$ cat config.mk
export PLATFORM = sky130hd
export DESIGN_NAME = fsl_device_flat
export DESIGN_NICKNAME = d
export VERILOG_FILES = /design/src/include/fsl_pkg.sv /design/src/include/fsl_if.sv /design/src/design/fsl_device.sv /design/src/flat_wrapper.sv
export SDC_FILE = /design/constraint.sdc
export NUM_CORES = 1
export LEC_CHECK = 0
export BUFFER_PORTS_ARGS = -buffer_cell sky130_fd_sc_hd__buf_2
export CORE_UTILIZATION = 30
export CTS_BUF_LIST = sky130_fd_sc_hd__clkbuf_2 sky130_fd_sc_hd__clkbuf_4 sky130_fd_sc_hd__clkbuf_8
export CTS_CLUSTER_SIZE = 14
export DETAILED_ROUTE_END_ITERATION = 16
export HOLD_SLACK_MARGIN = 0.12
export SLEW_MARGIN = 20
export SYNTH_ARGS = -nofsm -noshare
export SYNTH_HDL_FRONTEND = slang
export SYNTH_SLANG_ARGS = --single-unit
$ cat constraint.sdc
create_clock -name core_clk_in -period 3.02 [get_ports core_clk_in]
set_clock_uncertainty 0.05 [all_clocks]
set_input_delay 0.151 -clock core_clk_in [delete_from_list [all_inputs] [get_ports core_clk_in]]
set_output_delay 0.151 -clock core_clk_in [all_outputs]
set_load 0.005 [all_outputs]
$ cat src/include/fsl_pkg.sv
// Constants shared by the flash command-decoder end and the SPI host end.
// Assumes single-bit SPI, mode 0, serial clock made by the host from core_clk_in.
// How it works
// - Read secure: 48h, address, eight dummies.
// - Device samples input on rising edge.
// - Data out MSB first on falling.
// - Byte pointer wraps FFh to 00h.
// - Read ends only on select rising.
// - Secure read ignored while busy.
// - Address 15..12 picks register one-three.
// - Lock bits act only when scheme set.
// - Lock bits volatile, all one at reset.
// - 36h plus address locks one unit.
// - 39h plus address unlocks one unit.
// - Lock commands need write enable latch.
// - 3Dh plus address returns lock value.
// - Returned LSB one means locked.
// - 7Eh sets every lock bit.
// - 98h clears every lock bit.
// - Reset returns volatile state to power-on.
// - Reset needs 66h then 99h directly.
// - Commands rejected for 30 us after reset.
// - Host checks busy and paused first; fsl_host checks neither.
package fsl_pkg;
   localparam logic [7:0] OP_SEC_READ    = 8'h48;
   localparam logic [7:0] OP_LOCK_ONE    = 8'h36;
   localparam logic [7:0] OP_UNLOCK_ONE  = 8'h39;
   localparam logic [7:0] OP_LOCK_READ   = 8'h3D;
   localparam logic [7:0] OP_LOCK_ALL    = 8'h7E;
   localparam logic [7:0] OP_UNLOCK_ALL  = 8'h98;
   localparam logic [7:0] OP_RESET_ARM   = 8'h66;
   localparam logic [7:0] OP_RESET_GO    = 8'h99;
   localparam logic [7:0] OP_WRITE_EN    = 8'h06;
   localparam logic [7:0] OP_STATUS_READ = 8'h05;
   localparam int         ADDR_BITS      = 24;
   localparam int         DUMMY_BITS     = 8;
   localparam int         CLK_PERIOD_NS  = 100;
   localparam int         RESET_REC_US   = 30;
   localparam int         RESET_REC_CYC  = (RESET_REC_US * 1000 + CLK_PERIOD_NS - 1) / CLK_PERIOD_NS;
   localparam int         NUM_UNITS      = 64;
   localparam int         UNIT_SHIFT     = 15;
   localparam logic       LOCK_RESET     = 1'b1;
   localparam int         SCK_HALF_CYC   = 1;
   // Host register offsets on the APB side.
   localparam logic [7:0] REG_CMD        = 8'h00;
   localparam logic [7:0] REG_ADDR       = 8'h04;
   localparam logic [7:0] REG_CTRL       = 8'h08;
   localparam logic [7:0] REG_STATUS     = 8'h0C;
   localparam logic [7:0] REG_RDATA      = 8'h10;
   localparam int         CTRL_GO_BIT    = 0;
   localparam int         CTRL_ADDR_BIT  = 1;
   localparam int         CTRL_DUMMY_BIT = 2;
   localparam int         CTRL_NRD_LSB   = 8;
endpackage : fsl_pkg

$ cat src/include/fsl_if.sv
// Single-bit SPI bus between the host end and the flash end.
// Assumes both ends share core_clk_in; the serial clock is a plain signal.
`timescale 1ns/100ps
interface fsl_if;
   logic cs_n;
   logic sck;
   logic serial_in;
   logic serial_out;
   logic serial_out_oe;
   modport host   (output cs_n, output sck, output serial_in, input serial_out, input serial_out_oe);
   modport device (input cs_n, input sck, input serial_in, output serial_out, output serial_out_oe);
endinterface : fsl_if

$ cat src/design/fsl_device.sv
// Flash command decoder: security register read, volatile lock bits, software reset.
// Assumes SPI pins synchronous to core_clk_in, serial clock slower than core clock.
`timescale 1ns/100ps
module fsl_device #(
   parameter int RESET_REC = fsl_pkg::RESET_REC_CYC
) (
   // Clock and reset
   input  wire logic        core_clk_in,
   input  wire logic        srst_in,
   // Link
   fsl_if.device            spi,
   // Rest of the unit
   input  wire logic        busy_in,
   input  wire logic        write_protect_scheme_in,
   input  wire logic        range_protected_in,
   input  wire logic [15:0] prot_check_unit_in,
   output logic             prot_check_locked_out,
   output logic             write_enable_latch_out,
   output logic             sw_reset_out,
   output logic             recovering_out,
   output logic [7:0]       secreg_raddr_out,
   output logic [1:0]       secreg_sel_out,
   input  wire logic [7:0]  secreg_rdata_in
);

   // ----------------------------------------------------------------
   // State and storage
   // ----------------------------------------------------------------
   // Lock bits live in flops: they are volatile and any reset sets them all again.
   typedef enum {ST_OP, ST_ADDR, ST_DUMMY, ST_DATA, ST_IGNORE} fsl_state_t;
   fsl_state_t  state_q;
   logic        sck_q;
   logic        cs_q;
   logic [7:0]  sh_q;
   logic [23:0] addr_q;
   logic [5:0]  cnt_q;
   logic [7:0]  op_q;
   logic [7:0]  out_q;
   logic [7:0]  ptr_q;
   logic        oe_q;
   logic        wel_q;
   logic        arm_q;
   logic [15:0] rec_q;
   logic [2:0]  bit_q;
   logic [fsl_pkg::NUM_UNITS-1:0] lock_q;

   // ----------------------------------------------------------------
   // Edge detection and decode
   // ----------------------------------------------------------------
   // Edges are seen one core cycle late, so the serial clock can run at most at half the core clock, as the host drives it.
   // A select rising ends any command, whole or cut.
   wire  rise      = spi.sck & ~sck_q & ~spi.cs_n;
   wire  fall      = ~spi.sck & sck_q & ~spi.cs_n;
   wire  cs_rise   = spi.cs_n & ~cs_q;
   wire  [7:0] shn = {sh_q[6:0], spi.serial_in};
   wire  [23:0] adn = {addr_q[22:0], spi.serial_in};
   wire  byte_done = rise & (cnt_q == 6'd7);
   wire  addr_done = rise & (cnt_q == 6'(fsl_pkg::ADDR_BITS - 1));
   wire  dum_done  = rise & (cnt_q == 6'(fsl_pkg::DUMMY_BITS - 1));
   wire  recovering = (rec_q != 16'h0000);
   wire  [5:0] unit = addr_q[fsl_pkg::UNIT_SHIFT +: 6];
   wire  sec_ok = (adn[23:16] == 8'h00) & (adn[11:8] == 4'h0) & (adn[15:12] >= 4'h1) & (adn[15:12] <= 4'h3);
   wire  lock_op = (op_q == fsl_pkg::OP_LOCK_ONE) | (op_q == fsl_pkg::OP_UNLOCK_ONE)
                 | (op_q == fsl_pkg::OP_LOCK_ALL) | (op_q == fsl_pkg::OP_UNLOCK_ALL);
   wire  [7:0] next_byte = (op_q == fsl_pkg::OP_LOCK_READ) ? {7'h00, lock_q[unit]} : secreg_rdata_in;

   // ----------------------------------------------------------------
   // Outputs
   // ----------------------------------------------------------------
   // The protect check is combinational so the array side sees a lock change at once.
   // scheme select
   assign prot_check_locked_out = write_protect_scheme_in ? lock_q[prot_check_unit_in[5:0]] : range_protected_in;
   assign write_enable_latch_out = wel_q;
   assign recovering_out = recovering;
   assign secreg_raddr_out = ptr_q;
   assign secreg_sel_out = addr_q[13:12];
   assign spi.serial_out = out_q[7];
   assign spi.serial_out_oe = oe_q;

   // ----------------------------------------------------------------
   // Pin sampling
   // ----------------------------------------------------------------
   // The pins are taken as synchronous, so one flop per pin is enough.
   always_ff @(posedge core_clk_in) begin
      sck_q <= spi.sck;
      cs_q  <= spi.cs_n;
   end

   // ----------------------------------------------------------------
   // Command shifter
   // ----------------------------------------------------------------
   // A raised select clears the shifter at once, so no cut frame leaves state behind.
   // Lock and unlock of one unit wait in the ignore state after the address until select rises.
   // rising sample
   always_ff @(posedge core_clk_in) begin
      if (srst_in | sw_reset_out | spi.cs_n) begin
         state_q <= ST_OP;
         cnt_q   <= 6'd0;
         sh_q    <= 8'h00;
         op_q    <= 8'h00;
         addr_q  <= 24'h000000;
      end else if (rise) begin
         cnt_q <= cnt_q + 6'd1;
         case (state_q)
            ST_OP: begin
               sh_q <= shn;
               if (byte_done) begin
                  op_q  <= shn;
                  cnt_q <= 6'd0;
                  if (recovering || (shn == fsl_pkg::OP_SEC_READ && busy_in)) state_q <= ST_IGNORE;
                  else if (shn == fsl_pkg::OP_SEC_READ || shn == fsl_pkg::OP_LOCK_ONE
                           || shn == fsl_pkg::OP_UNLOCK_ONE || shn == fsl_pkg::OP_LOCK_READ) state_q <= ST_ADDR;
                  else state_q <= ST_IGNORE;
               end
            end
            ST_ADDR: begin
               addr_q <= adn;
               if (addr_done) begin
                  cnt_q <= 6'd0;
                  if (op_q == fsl_pkg::OP_SEC_READ) state_q <= sec_ok ? ST_DUMMY : ST_IGNORE;
                  else if (op_q == fsl_pkg::OP_LOCK_READ) state_q <= ST_DATA;
                  else state_q <= ST_IGNORE;
               end
            end
            ST_DUMMY: if (dum_done) begin
               cnt_q   <= 6'd0;
               state_q <= ST_DATA;
            end
            default: cnt_q <= 6'd0;
         endcase
      end
   end
   // falling shift
   // The first byte loads on the first fall in the data state (after the dummies, or after the address for 3Dh), ready for the next rise.
   always_ff @(posedge core_clk_in) begin
      if (srst_in | spi.cs_n | (state_q != ST_DATA)) begin
         oe_q  <= 1'b0;
         out_q <= 8'h00;
         bit_q <= 3'h0;
         ptr_q <= srst_in ? 8'h00 : (state_q == ST_DUMMY) ? addr_q[7:0] : ptr_q;
      end else if (fall) begin
         oe_q <= 1'b1;
         if (!oe_q || bit_q == 3'h7) begin
            out_q <= next_byte;
            ptr_q <= ptr_q + 8'h01;
            bit_q <= 3'h0;
         end else begin
            out_q <= {out_q[6:0], 1'b0};
            bit_q <= bit_q + 3'h1;
         end
      end
   end

   // ----------------------------------------------------------------
   // Write enable latch, reset arming and recovery
   // ----------------------------------------------------------------
   // Arming survives only one whole command; anything else but a frame cut inside its opcode drops it.
   // reset pair
   assign sw_reset_out = cs_rise & (state_q == ST_IGNORE) & (op_q == fsl_pkg::OP_RESET_GO) & arm_q & (cnt_q == 6'd0);
   always_ff @(posedge core_clk_in) begin
      if (srst_in | sw_reset_out) begin
         arm_q <= 1'b0;
         wel_q <= 1'b0;
         // Recovery counts core cycles; the default covers the whole recovery time.
         // recovery
         rec_q <= sw_reset_out ? 16'(RESET_REC) : 16'h0000;
      end else begin
         if (recovering) rec_q <= rec_q - 16'h0001;
         if (cs_rise && state_q == ST_IGNORE && cnt_q == 6'd0 && !recovering) begin
            arm_q <= (op_q == fsl_pkg::OP_RESET_ARM);
            if (op_q == fsl_pkg::OP_WRITE_EN) wel_q <= 1'b1;
            if (lock_op) wel_q <= 1'b0;
         end else if (cs_rise && op_q != 8'h00) begin
            arm_q <= 1'b0;
            if (lock_op) wel_q <= 1'b0;
         end
      end
   end

   // ----------------------------------------------------------------
   // Lock bits
   // ----------------------------------------------------------------
   // Lock bits change only at select rising, so a cut frame leaves them alone.
   // Bits are volatile: any reset sets all of them to locked.
   // all locked
   always_ff @(posedge core_clk_in) begin
      if (srst_in | sw_reset_out) begin
         lock_q <= {fsl_pkg::NUM_UNITS{fsl_pkg::LOCK_RESET}};
      end else if (cs_rise && wel_q && !recovering) begin
         if (op_q == fsl_pkg::OP_LOCK_ONE && state_q == ST_IGNORE && cnt_q == 6'd0) lock_q[unit] <= 1'b1;
         if (op_q == fsl_pkg::OP_UNLOCK_ONE && state_q == ST_IGNORE && cnt_q == 6'd0) lock_q[unit] <= 1'b0;
         if (op_q == fsl_pkg::OP_LOCK_ALL && state_q == ST_IGNORE && cnt_q == 6'd0) lock_q <= '1;
         if (op_q == fsl_pkg::OP_UNLOCK_ALL && state_q == ST_IGNORE && cnt_q == 6'd0) lock_q <= '0;
      end
   end
endmodule : fsl_device

$ cat src/flat_wrapper.sv
// flat-port wrapper written by rule: the top's interface ports become plain ports
module fsl_device_flat 
#(
   parameter int RESET_REC = fsl_pkg::RESET_REC_CYC
)
  (core_clk_in, srst_in, busy_in, write_protect_scheme_in, range_protected_in, prot_check_unit_in, prot_check_locked_out, write_enable_latch_out, sw_reset_out, recovering_out, secreg_raddr_out, secreg_sel_out, secreg_rdata_in, spi_cs_n, spi_sck, spi_serial_in, spi_serial_out, spi_serial_out_oe);
  fsl_if spi_i ();
  input  wire logic core_clk_in;
  input  wire logic srst_in;
  input  wire logic busy_in;
  input  wire logic write_protect_scheme_in;
  input  wire logic range_protected_in;
  input  wire logic [15:0] prot_check_unit_in;
  output logic prot_check_locked_out;
  output logic write_enable_latch_out;
  output logic sw_reset_out;
  output logic recovering_out;
  output logic [7:0] secreg_raddr_out;
  output logic [1:0] secreg_sel_out;
  input  wire logic [7:0] secreg_rdata_in;
  input wire logic [$bits(spi_i.cs_n)-1:0] spi_cs_n;
  input wire logic [$bits(spi_i.sck)-1:0] spi_sck;
  input wire logic [$bits(spi_i.serial_in)-1:0] spi_serial_in;
  output wire logic [$bits(spi_i.serial_out)-1:0] spi_serial_out;
  output wire logic [$bits(spi_i.serial_out_oe)-1:0] spi_serial_out_oe;
  assign spi_i.cs_n = spi_cs_n;
  assign spi_i.sck = spi_sck;
  assign spi_i.serial_in = spi_serial_in;
  assign spi_serial_out = spi_i.serial_out;
  assign spi_serial_out_oe = spi_i.serial_out_oe;
  fsl_device #(.RESET_REC(RESET_REC)) u_core (.core_clk_in(core_clk_in), .srst_in(srst_in), .spi(spi_i), .busy_in(busy_in), .write_protect_scheme_in(write_protect_scheme_in), .range_protected_in(range_protected_in), .prot_check_unit_in(prot_check_unit_in), .prot_check_locked_out(prot_check_locked_out), .write_enable_latch_out(write_enable_latch_out), .sw_reset_out(sw_reset_out), .recovering_out(recovering_out), .secreg_raddr_out(secreg_raddr_out), .secreg_sel_out(secreg_sel_out), .secreg_rdata_in(secreg_rdata_in));
endmodule
==> reports/summary.txt <==
Outcome: completed
Finished Core Util: 35.27%
Post-synth cell types: 73
CTS clk-pin slew, worst paths: 0.10 ns
Crit end category: output port
Setup ws final: 0.2415 ns
YS warnings: 0
GRT met3 Usage: 3.296%
Post-CTS Setup Inserts: 0
Diode count: 0
R2r setup slk: 0.26 ns
H-tree levels: 4
DR WL/cell: 17.30 um
Dpl cells: 1414
Num CTS Buffers: 17
Final cell count without fillers: 1457
Mean post-synth cell area: 8.438 um^2
Initial DRC Count: 739
Reg2reg end: u_core.lock_q[31]
Fillers: 2926
Static leakage: 3.663 nW
WP data required: 2.82 ns
DRT Pass-1 Iters: 5
Worst Max-Slew Pin Slew: 0.8889 ns
Die Wd: 172.3 um
Vias per cell: 5.542
Asr flop ratio synth: 0%
Final WL: 25210 um
Clock buffer depth: 2
Worst flop-to-flop path startpoint: u_core.cnt_q[0]
Die area: 29680 um^2
Initial antenna violation count: 0
Fmax: 359.9 MHz
Die H: 172.3 um
Top-count cell post-synth: dfxtp_1
Max Cap Viol: 0
Clock Latency Late Sink: 0.47 ns
Root Driver: clkbuf_8
Post-Syn Nets: 1070
First-pass GRT wire length: 40680 um
Synth area leaders: dfxtp_1 29%, edfxtp_1 8.3%, o21ai_0 6.3%
PortBufs: 37
Final cycle utilization of the critical path: 92.00%
Number of global-route vias before repair: 7428
Total number of vias: 8075
Final hold violation count: 0
Met2 global-route usage: 27.30%
Post-Syn Area: 8700 um^2
Area growth, synth to finish: 14.20%
Pwr Density: 448.1 nW/um^2
CP cell instances: or4_4 > or3_2 > nor3_4 > buf_4 > inv_1 > buf_2
Initial cell density of the core: 30.89%
Hold Path Stages: 4
Synth cell count leaders: 127 x dfxtp_1, 110 x o21ai_0, 109 x nand2_1
Share of the synthesized area in the top cell type: 29.22%
Placement Setup Slack: 0.3081 ns
Reg2reg path depth: 9
Slowest cell delay on critical path: 0.60 ns
Post-Syn Instances: 1031
Critical Path AT: 2.58 ns
IO Count: 48
Setup violators final: 0
Final ANT Viol Nets: 0
Post-synth EDFFs: 24
Largest fanout on the critical path: 5
Largest net degree at the start of global routing: 65
Total grt overflow: 0
Clk sinks: 151
VDD IR-drop max: 0.0002893 V
Area leader, netlist: dfxtp_1
Critical-path top delay cell: or4_4
Top FF cell, synth: dfxtp_1
Final net count: 1105
Critical path startpoint category: register
Site Rows: 61
Setup TNS: 0 ns
Detailed placer's ending HPWL: 16610 um
Max_slew headroom: 40.41%
Worst hold path class: in2reg
Share of cells above drive strength 1: 16.50%
Worst Hold Launch: secreg_rdata_in[0]
Unrepaired setup endpoints after global routing: no
Core area: 28160 um^2
Top Usage Layer GRT: met2
FF+latch count, synth: 151
Gates resized, CTS repair: 0
Hold Crit Endpoint: u_core.out_q[0]
Slew Viols, Final: 0
GR Util met1: 23.53%
GPL Wtd Cong: 0.8961
Worst Path Class, Setup: reg2out
Detailed-route DRC error count: 0
TritonCTS clock tree: yes
GRT Util Overall: 17.53%
Min Tclk post-route: 2.779 ns
Sequential share of the synthesized area: 37.51%
-- report_power, final --
part           total, mW  switching, mW  internal (mW)
sequential          2.20         0.0609           2.13
clock               1.72          0.896          0.821
combinational      0.539          0.302          0.237
total               4.45           1.26           3.19
-- critical path: cells and delay by family (launching register included) --
kind / cells / cell delay [ns]
flops: 1 / 0.47
buf+inv: 3 / 0.34
simple gates: 3 / 1.30
-- cell usage in the layout, fill, tap and decap left out, drive strengths merged, types with 17 or more instances in the layout --
| cell type | synthesis | routed |
|---|---|---|
| dfxtp | 127 | 127 |
| nand2 | 109 | 109 |
| buf | 27 | 84 |
| nor3 | 20 | 20 |
| a21oi | 108 | 108 |
| mux2i | 27 | 27 |
| nand3 | 28 | 28 |
| a211o | 17 | 17 |
| a211oi | 34 | 34 |
| inv | 14 | 22 |
| o21ai | 129 | 129 |
| a21o | 35 | 35 |
| nor2 | 75 | 75 |
| clkbuf | 52 | 19 |
| edfxtp | 24 | 24 |
-- logic make-up (layout without fill, tap and decap cells) --
logic type      after synthesis  in the layout  share of synthesized area, %
compound gates              376            376                         26.16
simple gates                330            330                         19.93
xor+xnor                     22             22                         2.215
flops                       151            151                         37.51
mux                          52             52                         8.155
buf+inv                      93            141                         5.020
fa+ha+maj                     7              7                         1.007
-- through the flow --
stage | area, um^2 | total power [mW] | hold slack (ns)
floorplan | 8700 | 2.634 | 0.1287
global placement | 9384 | 2.760 | 0.2526
detailed placement | 9389 | 2.771 | 0.2716
CTS | 9935 | 4.495 | 0.1333
global route | 9935 | 4.654 | 0.1447
finish | 9935 | 4.452 | 0.1566
-- sequential cells by signal, indices dropped and copies added, names as in the netlist --
name and flops:
u_core.bit_q 3, u_core.write_enable_latch_out 1, u_core.lock_q 64, u_core.addr_q 23
u_core.out_q 8, u_core.sck_q 1, u_core.op_q 8, u_core.spi.serial_out_oe 1
u_core.secreg_raddr_out 8, u_core.state_q 3, u_core.arm_q 1, u_core.sh_q 7
u_core.cnt_q 6, u_core.cs_q 1, u_core.rec_q 16
-- area by class of cell --
| cell class | count | area (um^2) | area share, % |
|---|---|---|---|
| clock buffers | 19 | 261.5 | 2.632 |
| clock inverters | 13 | 173.9 | 1.751 |
| inverters | 14 | 52.55 | 0.5290 |
| multi-input cells | 787 | 5012 | 50.45 |
| flip-flops and latches | 151 | 3263 | 32.85 |
| well taps | 378 | 473.0 | 4.761 |
| repair buffers | 95 | 698.2 | 7.028 |
-- routing by layer --
metal,share of wire [%],wire length (um)
met4,3.3,836
met1,46,11630
met5,0,0
met3,5.5,1394
met2,45,11360
-- repair_timing --
| item | CTS | global route |
|---|---|---|
| setup endpoints to repair | 0 | 0 |
| hold buffers | 11 | 0 |
| hold endpoints to repair | 16 | 0 |
-- worst max-delay path by stage --
stage	start	depth (start not counted)	to	slack [ns]
after detailed placement	u_core.cnt_q[0]	9	u_core.lock_q[31]	0.31
after CTS	u_core.rec_q[7]	6	recovering_out	0.20
after global placement	u_core.cnt_q[0]	9	u_core.lock_q[20]	0.38
after global routing	u_core.cnt_q[1]	9	u_core.lock_q[31]	0.04
after floorplan	u_core.rec_q[7]	7	u_core.lock_q[10]	0.57
final	u_core.rec_q[7]	6	recovering_out	0.24
Note: power is estimated with default switching activity, not from simulation.
